**src/rtl/phc_pkg.sv**
```systemverilog
// Constants, register map and mode type for the parallel handshake port control.
// Assumes an Avalon-MM master with byte addresses and a 32-bit data bus.
package phc_pkg;
   localparam int          ADDR_W         = 16;
   localparam int          DATA_W         = 32;
   localparam int          PORT_W         = 8;
   // Printed offsets are register indices; the byte address is four times the index
   localparam int          CTRL_IDX       = 32'h0000_1002;
   localparam int          PORTC_IDX      = 32'h0000_1003;
   localparam int          PORTB_IDX      = 32'h0000_1004;
   localparam int          LATCH_IDX      = 32'h0000_1005;
   localparam int          PORT_C_DIRECTION_BITS_IDX       = 32'h0000_1007;
   localparam logic [15:0] CTRL_ADDR      = 16'(CTRL_IDX * 4);
   localparam logic [15:0] PORTC_ADDR     = 16'(PORTC_IDX * 4);
   localparam logic [15:0] PORTB_ADDR     = 16'(PORTB_IDX * 4);
   localparam logic [15:0] LATCH_ADDR     = 16'(LATCH_IDX * 4);
   localparam logic [15:0] PORT_C_DIRECTION_BITS_ADDR      = 16'(PORT_C_DIRECTION_BITS_IDX * 4);
   // Control register fields
   localparam int          FLAG_BIT       = 7;
   localparam int          IRQE_BIT       = 6;
   localparam int          OD_BIT         = 5;
   localparam int          HS_BIT         = 4;
   localparam int          DIR_BIT        = 3;
   localparam int          PLS_BIT        = 2;
   localparam int          EDGE_BIT       = 1;
   localparam int          POL_BIT        = 0;
   // Undefined pulse-mode bit comes up clear; edge and polarity bits set
   localparam logic [6:0]  CFG_RESET      = 7'h03;
   localparam logic [7:0]  PORT_RESET     = 8'h00;
   // Strobe pulse length in E-clock cycles; the E clock is clk here
   localparam int          PULSE_E_CYCLES = 2;
   localparam logic [1:0]  PULSE_LAST     = 2'(PULSE_E_CYCLES - 1);

   typedef enum logic [1:0] {
      PHC_SIMPLE,
      PHC_IN_HS,
      PHC_OUT_HS
   } phc_mode_type;
endpackage : phc_pkg

```
**src/rtl/phc_port_ctrl.sv**
```systemverilog
// Parallel handshake port control: control register, strobe pins, latched port C data,
// port B strobe output and port C drive enables, behind an Avalon-MM slave.
// Assumes strobe and port inputs synchronous to clk; clk stands for the phase-two clock.
`timescale 1ns/1ps

module phc_port_ctrl #(
   parameter int PORT_W = phc_pkg::PORT_W
) (
   input  wire logic                      clk,
   input  wire logic                      rst_n,
   input  wire logic [phc_pkg::ADDR_W-1:0] avs_address,
   input  wire logic                      avs_read,
   input  wire logic                      avs_write,
   input  wire logic [phc_pkg::DATA_W-1:0] avs_writedata,
   input  wire logic [3:0]                avs_byteenable,
   output logic      [phc_pkg::DATA_W-1:0] avs_readdata,
   output logic                           avs_waitrequest,
   input  wire logic                      strobe_input_pin,
   output logic                           strobe_output_pin,
   output logic      [PORT_W-1:0]         port_b_out,
   input  wire logic [PORT_W-1:0]         port_c_in,
   output logic      [PORT_W-1:0]         port_c_out,
   output logic      [PORT_W-1:0]         port_c_oe,
   output logic                           flag_irq
);

   logic [6:0]        cfg_reg,        cfg_next;
   logic              flag_reg,       flag_next;
   logic              arm_reg,        arm_next;
   logic              cap_strobe_reg, cap_strobe_next;
   logic              sync1_reg,      sync1_next;
   logic              sync2_reg,      sync2_next;
   logic              prev_reg,       prev_next;
   logic [PORT_W-1:0] cap_data_reg,   cap_data_next;
   logic [PORT_W-1:0] d1_reg,         d1_next;
   logic [PORT_W-1:0] d2_reg,         d2_next;
   logic [PORT_W-1:0] latch_reg,      latch_next;
   logic [PORT_W-1:0] port_b_reg,     port_b_next;
   logic [PORT_W-1:0] port_c_reg,     port_c_next;
   logic [PORT_W-1:0] port_c_direction_bits_reg,       port_c_direction_bits_next;
   logic              strobe_output_pin_q_reg,     strobe_output_pin_q_next;
   logic [1:0]        pulse_cnt_reg,  pulse_cnt_next;
   logic              ack_reg,        ack_next;
   logic [31:0]       rdata_reg,      rdata_next;

   phc_pkg::phc_mode_type mode;
   logic              req;
   logic              fire_rd;
   logic              fire_wr;
   logic              wr_low;
   logic              hit_ctrl;
   logic              hit_portc;
   logic              hit_portb;
   logic              hit_latch;
   logic              hit_port_c_direction_bits;
   logic              edge_sel;
   logic              edge_det;
   logic              pulse_eff;
   logic              strobe_output_pin_set;
   logic              strobe_output_pin_clr;
   logic              clr_access;
   logic              tri_force;
   logic [PORT_W-1:0] rd_mux;

   assign req       = avs_read | avs_write;
   assign fire_rd   = avs_read & ack_reg;
   assign fire_wr   = avs_write & ack_reg;
   assign wr_low    = fire_wr & avs_byteenable[0];
   assign hit_ctrl  = (avs_address == phc_pkg::CTRL_ADDR);
   assign hit_portc = (avs_address == phc_pkg::PORTC_ADDR);
   assign hit_portb = (avs_address == phc_pkg::PORTB_ADDR);
   assign hit_latch = (avs_address == phc_pkg::LATCH_ADDR);
   assign hit_port_c_direction_bits  = (avs_address == phc_pkg::PORT_C_DIRECTION_BITS_ADDR);
   // One wait cycle per access; the second edge completes it
   assign avs_waitrequest = req & ~ack_reg;
   assign avs_readdata    = rdata_reg;

   // Mode decode; direction bit only counts with handshake on
   always_comb begin
      if (!cfg_reg[phc_pkg::HS_BIT]) begin
         mode = phc_pkg::PHC_SIMPLE;
      end else if (cfg_reg[phc_pkg::DIR_BIT]) begin
         mode = phc_pkg::PHC_OUT_HS;
      end else begin
         mode = phc_pkg::PHC_IN_HS;
      end
   end

   assign edge_sel = cfg_reg[phc_pkg::EDGE_BIT];
   // Edge seen only after the synchroniser, so every event is one clean cycle
   assign edge_det = edge_sel ? (sync2_reg & ~prev_reg) : (~sync2_reg & prev_reg);
   assign pulse_eff = (mode == phc_pkg::PHC_SIMPLE) | cfg_reg[phc_pkg::PLS_BIT];

   always_comb begin
      strobe_output_pin_set   = 1'b0;
      clr_access = 1'b0;
      case (mode)
         phc_pkg::PHC_SIMPLE: begin
            strobe_output_pin_set   = wr_low & hit_portb;
            clr_access = fire_rd & hit_latch;
         end
         phc_pkg::PHC_IN_HS: begin
            strobe_output_pin_set   = fire_rd & hit_latch;
            clr_access = fire_rd & hit_latch;
         end
         phc_pkg::PHC_OUT_HS: begin
            strobe_output_pin_set   = wr_low & hit_latch;
            clr_access = wr_low & hit_latch;
         end
         default: begin
            strobe_output_pin_set   = 1'b0;
            clr_access = 1'b0;
         end
      endcase
   end

   // Pulsed negation after two cycles; in handshake modes the acknowledge edge negates too
   assign strobe_output_pin_clr = (strobe_output_pin_q_reg & pulse_eff & (pulse_cnt_reg == phc_pkg::PULSE_LAST))
                   | (edge_det & (mode != phc_pkg::PHC_SIMPLE));

   always_comb begin
      case (avs_address)
         phc_pkg::CTRL_ADDR:  rd_mux = {flag_reg, cfg_reg};
         phc_pkg::PORTC_ADDR: rd_mux = port_c_in;
         phc_pkg::PORTB_ADDR: rd_mux = port_b_reg;
         phc_pkg::LATCH_ADDR: rd_mux = latch_reg;
         phc_pkg::PORT_C_DIRECTION_BITS_ADDR:  rd_mux = port_c_direction_bits_reg;
         default:             rd_mux = phc_pkg::PORT_RESET;
      endcase
   end

   always_comb begin
      cfg_next        = cfg_reg;
      flag_next       = flag_reg;
      arm_next        = arm_reg;
      cap_strobe_next = strobe_input_pin;
      sync1_next      = cap_strobe_reg;
      sync2_next      = sync1_reg;
      prev_next       = sync2_reg;
      cap_data_next   = port_c_in;
      d1_next         = cap_data_reg;
      d2_next         = d1_reg;
      latch_next      = latch_reg;
      port_b_next     = port_b_reg;
      port_c_next     = port_c_reg;
      port_c_direction_bits_next       = port_c_direction_bits_reg;
      strobe_output_pin_q_next     = strobe_output_pin_q_reg;
      pulse_cnt_next  = pulse_cnt_reg;
      ack_next        = req & ~ack_reg;
      rdata_next      = rdata_reg;
      if (avs_read && !ack_reg) begin
         rdata_next = {24'h00_0000, rd_mux};
      end
      if (wr_low) begin
         if (hit_ctrl) begin
            cfg_next = avs_writedata[6:0];
         end
         if (hit_portb) begin
            port_b_next = avs_writedata[PORT_W-1:0];
         end
         if (hit_port_c_direction_bits) begin
            port_c_direction_bits_next = avs_writedata[PORT_W-1:0];
         end
         if (hit_portc || (hit_latch && mode == phc_pkg::PHC_OUT_HS)) begin
            port_c_next = avs_writedata[PORT_W-1:0];
         end
      end
      // Flag clear on an armed access; a fresh edge in the same cycle wins
      if (arm_reg && clr_access) begin
         flag_next = 1'b0;
         arm_next  = 1'b0;
      end
      if (fire_rd && hit_ctrl && flag_reg) begin
         arm_next = 1'b1;
      end
      if (edge_det) begin
         latch_next = d2_reg;
         flag_next  = 1'b1;
         arm_next   = 1'b0;
      end
      // Set/reset flop; a new assertion restarts the pulse and wins over negation
      if (strobe_output_pin_q_reg) begin
         pulse_cnt_next = pulse_cnt_reg + 2'h1;
      end
      if (strobe_output_pin_clr) begin
         strobe_output_pin_q_next = 1'b0;
      end
      if (strobe_output_pin_set) begin
         strobe_output_pin_q_next    = 1'b1;
         pulse_cnt_next = 2'h0;
      end
   end

   always_ff @(posedge clk) begin
      if (!rst_n) begin
         cfg_reg        <= phc_pkg::CFG_RESET;
         flag_reg       <= 1'b0;
         arm_reg        <= 1'b0;
         cap_strobe_reg <= 1'b0;
         sync1_reg      <= 1'b0;
         sync2_reg      <= 1'b0;
         prev_reg       <= 1'b0;
         cap_data_reg   <= phc_pkg::PORT_RESET;
         d1_reg         <= phc_pkg::PORT_RESET;
         d2_reg         <= phc_pkg::PORT_RESET;
         latch_reg      <= phc_pkg::PORT_RESET;
         port_b_reg     <= phc_pkg::PORT_RESET;
         port_c_reg     <= phc_pkg::PORT_RESET;
         port_c_direction_bits_reg       <= phc_pkg::PORT_RESET;
         strobe_output_pin_q_reg     <= 1'b0;
         pulse_cnt_reg  <= 2'h0;
         ack_reg        <= 1'b0;
         rdata_reg      <= 32'h0000_0000;
      end else begin
         cfg_reg        <= cfg_next;
         flag_reg       <= flag_next;
         arm_reg        <= arm_next;
         cap_strobe_reg <= cap_strobe_next;
         sync1_reg      <= sync1_next;
         sync2_reg      <= sync2_next;
         prev_reg       <= prev_next;
         cap_data_reg   <= cap_data_next;
         d1_reg         <= d1_next;
         d2_reg         <= d2_next;
         latch_reg      <= latch_next;
         port_b_reg     <= port_b_next;
         port_c_reg     <= port_c_next;
         port_c_direction_bits_reg       <= port_c_direction_bits_next;
         strobe_output_pin_q_reg     <= strobe_output_pin_q_next;
         pulse_cnt_reg  <= pulse_cnt_next;
         ack_reg        <= ack_next;
         rdata_reg      <= rdata_next;
      end
   end

   // Polarity only picks the flop side, so flipping it never moves the handshake
   assign strobe_output_pin = cfg_reg[phc_pkg::POL_BIT] ? strobe_output_pin_q_reg : ~strobe_output_pin_q_reg;
   assign flag_irq          = flag_reg & cfg_reg[phc_pkg::IRQE_BIT];
   assign port_b_out        = port_b_reg;
   assign port_c_out        = port_c_reg;
   // Uses the captured pin level; the enable lags the pin by one cycle
   assign tri_force = (mode == phc_pkg::PHC_OUT_HS) & (edge_sel ^ cap_strobe_reg);

   generate
      for (genvar i = 0; i < PORT_W; i++) begin : g_pc_drive
         // Open-drain: a high bit releases the pin instead of driving it
         assign port_c_oe[i] = (port_c_direction_bits_reg[i] | tri_force)
                             & ~(cfg_reg[phc_pkg::OD_BIT] & port_c_reg[i]);
      end
   endgenerate
endmodule : phc_port_ctrl

```
**config.mk**
```make
export PLATFORM = sky130hd
export DESIGN_NAME = phc_port_ctrl
export DESIGN_NICKNAME = d
export VERILOG_FILES = /design/src/rtl/phc_pkg.sv /design/src/rtl/phc_port_ctrl.sv
export SDC_FILE = /design/constraint.sdc
export NUM_CORES = 1
export LEC_CHECK = 0
export BUFFER_PORTS_ARGS = -buffer_cell sky130_fd_sc_hd__clkbuf_2
export CAP_MARGIN = 25
export CORE_UTILIZATION = 49
export DETAILED_ROUTE_END_ITERATION = 12
export PLACE_DENSITY = 0.86
export SKIP_CTS_REPAIR_TIMING = 1
export SYNTH_ARGS = -nofsm -noshare
export SYNTH_HDL_FRONTEND = slang
export SYNTH_SLANG_ARGS = --single-unit
export TNS_END_PERCENT = 50
```
**constraint.sdc**
```tcl
create_clock -name clk -period 3.7 [get_ports clk]
set_input_delay 0.74 -clock clk [delete_from_list [all_inputs] [get_ports clk]]
set_output_delay 0.74 -clock clk [all_outputs]
set_load 0.01 [all_outputs]
```
; Yosys cells after proc, flatten, opt, wreduce, memory -nomap -nowiden
; Cells that the tools add are included.
[classes]
bitwise_logic = 55
n_mux = 12
n_eq_ne = 8
n_reduce_logical = 19
add_sub_neg = 1
[ops]
columns = operator, count
row1 = $eq A16 B15 Y1 const B, 5
row2 = $pmux W8 S5, 1
row3 = $and A1 B1 Y1, 30
row4 = $not A1 Y1, 13
row5 = $or A1 B1 Y1, 11
row6 = $reduce_and A2 Y1, 4
row7 = $reduce_bool A2 Y1, 4
row8 = $mux W1, 7
row9 = $reduce_or A2 Y1, 3
row10 = $logic_and A1 B1 Y1, 5
row11 = $eq A2 B1 Y1 const B, 2
row12 = $mux W2, 2
row13 = $pmux W1 S3, 1
row14 = $add A2 B1 Y2 const B, 1
row15 = $eq A2 B2 Y1 const B, 1
row16 = $logic_not A2 Y1, 1
row17 = $pmux W1 S2, 1
row18 = $logic_not A1 Y1, 1
row19 = $logic_or A1 B1 Y1, 1
row20 = $xor A1 B1 Y1, 1
[word_totals]
out_inout_bits = 59
wordCells = 113
register_bits = 81
inputBits = 65

; Longest topological paths before layout
[logic_depth]
depth_word = 9
depth_mapped = 8
depth_no_buf = 5

; Worst setup path after synthesis
; No wires, ideal clock.
[synth_path]
kind = in2reg
startpoint = input avs_address[9] in the netlist's numbering
endpoint = register pulse_cnt_reg[1]
stages = 6
arrival_time_ps = 2072
n_path_buf = 1
required_time_ps = 3572
setup_ps = 128
setup_slack_ps = 1500
path_cell_list = nor4_4 > nand3_1 > or4_1 > buf_2 > o211ai_1 > a211oi_1
[synth_between]
elab_chain_len = 4
elab_cells_between_ends = 7
classes_between = eq/ne (2) / mux (1) / bitwise (3) / reduce/logical (1)
[synth_rtl]
columns = item, line
row1 = from (decl), phc_port_ctrl.sv:11  ; input wire logic [phc_pkg::ADDR_W-1:0] avs_address,
row2 = "$eq A16 B15 Y1, on equally long branches", "phc_port_ctrl.sv:72, phc_port_ctrl.sv:71"
row3 = "$and A1 B1 Y1, on equally long branches", "phc_port_ctrl.sv:107, phc_port_ctrl.sv:99, phc_port_ctrl.sv:103"
row4 = $pmux W1 S3 *, phc_port_ctrl.sv:97  ; case (mode)
row5 = $reduce_or A2 Y1 (no line) *, --
row6 = to (signal assigned), phc_port_ctrl.sv:230  ; pulse_cnt_reg <= pulse_cnt_next;
row7 = to (decl), phc_port_ctrl.sv:42  ; logic [1:0] pulse_cnt_reg, pulse_cnt_next;
; Mark *: on every way between the ends. The rest lies on a longest branch, timed or not.
; A chain may end at the register's enable or synchronous reset.

; Worst setup path after layout
[layout_path]
startpoint = register cfg_reg[4]
endpoint = output port_c_oe[0]
[layout_between]
elab_chain_len = 5
[layout_rtl]
columns = item, line
row1 = from (decl), phc_port_ctrl.sv:27  ; logic [6:0] cfg_reg, cfg_next;
row2 = from (signal assigned), phc_port_ctrl.sv:196  ; cfg_reg <= phc_pkg::CFG_RESET;
row3 = from (signal assigned), phc_port_ctrl.sv:215  ; cfg_reg <= cfg_next;
row4 = $mux W2, phc_port_ctrl.sv:80  ; if (!cfg_reg[phc_pkg::HS_BIT]) begin
row5 = $eq A2 B2 Y1, phc_port_ctrl.sv:242  ; assign tri_force = (mode == phc_pkg::PHC_OUT_HS) & (edge_sel ^ cap_strobe_reg);
row6 = $and A1 B1 Y1, phc_port_ctrl.sv:242
row7 = $or A1 B1 Y1, phc_port_ctrl.sv:247  ; assign port_c_oe[i] = (port_c_direction_bits_reg[i] | tri_force)
row8 = $and A1 B1 Y1, phc_port_ctrl.sv:248  ; & ~(cfg_reg[phc_pkg::OD_BIT] & port_c_reg[i]);
row9 = to (decl), phc_port_ctrl.sv:23  ; output logic [PORT_W-1:0] port_c_oe,
; Every way passes these cells.

==> out/results.tsv <==
metric	value	unit
critical path depth in cells	5	
worst path bufs/invs	1	
Core Area	6830	um^2
switch share	0.237	
kind of critical path	reg -> out	
Post-synth EDFFs	0	
NumNets Final	512	
Most used DFF post-synth	dfxtp_1	
TNS Setup	0	ns
H-tree levels	3	
P&R area growth vs syn	15.0	%
largest net degree at the start of global routing	42	
Synth area leaders	dfxtp_1 47%, mux2i_1 6.0%, and2_1 5.6%, buf_4 5.4%, a21oi_1 5.2%	
fmax	380	MHz
Synth Cell Area	3490	um^2
sw power	0.408	mW
Crit Reg-Reg Endpoint	port_c_out[5]	
most frequent cell on the critical path	nor2_1	
Seq cells post-synth	81	
Final Hold Vio Count	0	
CTS tree	built	
# setup viols final	0	
vias in the first global route	2727	
I/O pins	124	
first-pass GRT wire length	13000	um
met2 wire length	3940	um
PortBufs	72	
power share of the clock group	0.414	
buffer type at the clock tree root	clkbuf_8	
DR WL/cell	15.0	um
Max Cap Viol	0	
register area share after synthesis	0.465	
HP Class	reg -> reg	
worst r2r src	ack_reg	
drc violations	0	
worst setup path endpoint	port_c_oe[0]	
die height	86.3	um
Worst EP required	2.96	ns
Post-Route WL	8220	um
hpwl dp	5870	um
met3 wire length	861	um
Final Util	0.587	
GR Overflow Total	0	
via count	3050	
Flop pwr share	0.522	
Chip Width	86.3	um
fraction of layout cells with a size suffix above 1	0.224	
critical path's slowest cell	dfxtp_1	
CTS clock-pin slew for the worst setup and hold paths	0.08	ns
largest area contributor in the netlist	dfxtp_1	
CP cell instances	nand2_1, nor2_1, nor2_1, a21oi_1, clkbuf_2	
Worst setup EP type	primary output	
RSZ-0062 raised after global routing	false	
Pleak	1.58	nW
Clock Path Buffers	2	
Critical Path Start Type	flip-flop	
Cell Count, Final, Fillers Out	547	
Mapped Cells	383	
CP Max Fanout	9	
Cell Int Power	1.31	mW
R2R depth	5	
most frequent cells in the layout	81 x dfxtp_1, 72 x clkbuf_2, 38 x nand2_1	
CP arrival	1.89	ns
FFs w/ async S/R, synth	0	
Setup Skew	0.00823	ns
worst hold slack	0.439	ns
Initial Util	0.510	
status	completed	
max layer used	met4	
register area	1620	um^2
max-slew violations	0	
min Tclk post-route	2.63	ns
Gate power share	0.065	
ANT nets after route	0	
Mapped Avg Cell Area	9.10	um^2
CTS buffer count	9	
period utilisation layout	0.712	
CP peak stage delay	0.50	ns
initial DRC count	310	
global-route usage over all layers	0.229	
Placed Area	3790	um^2
DP Cell Count	531	
number of iterations in the first detailed-routing pass	6	
Placement Rows	30	
top cell type's share of synthesized area	0.465	
most common cell after layout, fill and taps aside	dfxtp_1	
Metal-1 WL	3270	um
GPL Wtd Cong	0.856	
Via density	5.58	
antenna violations before repair	0	
Peak VDD IR	0.241	mV
Final Cell Area	4010	um^2
Crit path max-delay family	simple AND/OR/NAND/NOR gates	
reg-to-reg slack, setup	1.40	ns
CP startpoint	cfg_reg[4]	
Rel. slew slack	0.417	
area of the multi-input gates	1650	um^2
fillers	618	
Ys Warns	0	
Clock Latency Late Sink	0.36	ns
worst slew pin tran	0.870	ns
CTS Sinks	81	
Synth cell types	42	
Cell Pwr Density	429	nW/um^2
# diodes	0	
Die Area	7460	um^2
-- power by group through the flow --
| stage | Clock (mW) | Sequential [mW] | Combinational [mW] |
|---|---|---|---|
| 2_1_floorplan | 0 | 0.917 | 0.0793 |
| 3_3_place_gp | 0 | 0.917 | 0.107 |
| 3_5_place_dp | 0 | 0.918 | 0.110 |
| 4_1_cts | 0.720 | 0.898 | 0.110 |
| 5_1_grt | 0.759 | 0.900 | 0.122 |
| 6_report | 0.712 | 0.898 | 0.111 |
-- layer usage --
metal | vias up | GRT usage
met4 | 0 | 0.0985
met3 | 20 | 0.0600
li1 | 1420 | -
met5 | - | 0
met1 | 1432 | 0.283
met2 | 178 | 0.379
-- worst register-to-register path, stage by stage, from the launching register on --
cell and delay, ns:
dfxtp_1 0.49, and3_1 0.53, nand3_1 0.20, o32ai_4 0.64, mux2i_1 0.26, nor2_1 0.05
-- kinds of logic after synthesis --
group,after synthesis,synth area share
compound gates,73,0.134
xor+xnor,3,0.00754
fa+ha+maj,1,0.00359
buf+inv,50,0.0851
flops,81,0.465
mux,21,0.0603
other cells,1,0.00108
simple gates,153,0.243
-- synth_stat cells, types with 2 or more instances --
| cell type | number |
|---|---|
| a21oi_1 | 36 |
| o21ai_0 | 16 |
| xnor2_1 | 3 |
| and4_2 | 4 |
| nor2_1 | 35 |
| nor3_1 | 4 |
| dfxtp_1 | 81 |
| or4_1 | 2 |
| a222oi_1 | 7 |
| nand2_1 | 38 |
| mux2i_1 | 21 |
| buf_2 | 6 |
| nand4_1 | 3 |
| clkbuf_1 | 12 |
| a211oi_1 | 2 |
| and2_1 | 31 |
| nor4b_4 | 3 |
| nand3_1 | 19 |
| nand3b_1 | 2 |
| nand2b_1 | 2 |
| a221oi_1 | 7 |
| buf_4 | 25 |
| inv_1 | 5 |
-- stage by stage --
stage / worst slack [ns] / power [mW]
final: 1.07 / 1.72
after global placement: 0.974 / 1.02
after floorplan: 1.50 / 0.996
after CTS: 1.07 / 1.73
after global routing: 0.942 / 1.78
after detailed placement: 0.937 / 1.03
-- cell type report --
cell class,count,share of cell area
timing repair buffer,74,0.0936
multi-input combinational,275,0.413
clock inverter,6,0.0228
clock buffer,10,0.0318
tap,96,0.0300
inverter,5,0.00468
sequential,81,0.404
-- worst min-delay path by stage --
stage | start | endpoint | slack (ns) | cells past startpoint
global placement | cap_data_reg[0] | d1_reg[0] | 0.41 | 1
floorplan | cap_data_reg[0] | d1_reg[0] | 0.41 | 1
finish | d1_reg[1] | d2_reg[1] | 0.44 | 1
CTS | d1_reg[1] | d2_reg[1] | 0.44 | 1
detailed placement | d1_reg[1] | d2_reg[1] | 0.42 | 1
global route | cap_data_reg[6] | d1_reg[6] | 0.46 | 1
No activity file was read; power rests on OpenSTA's default activity.
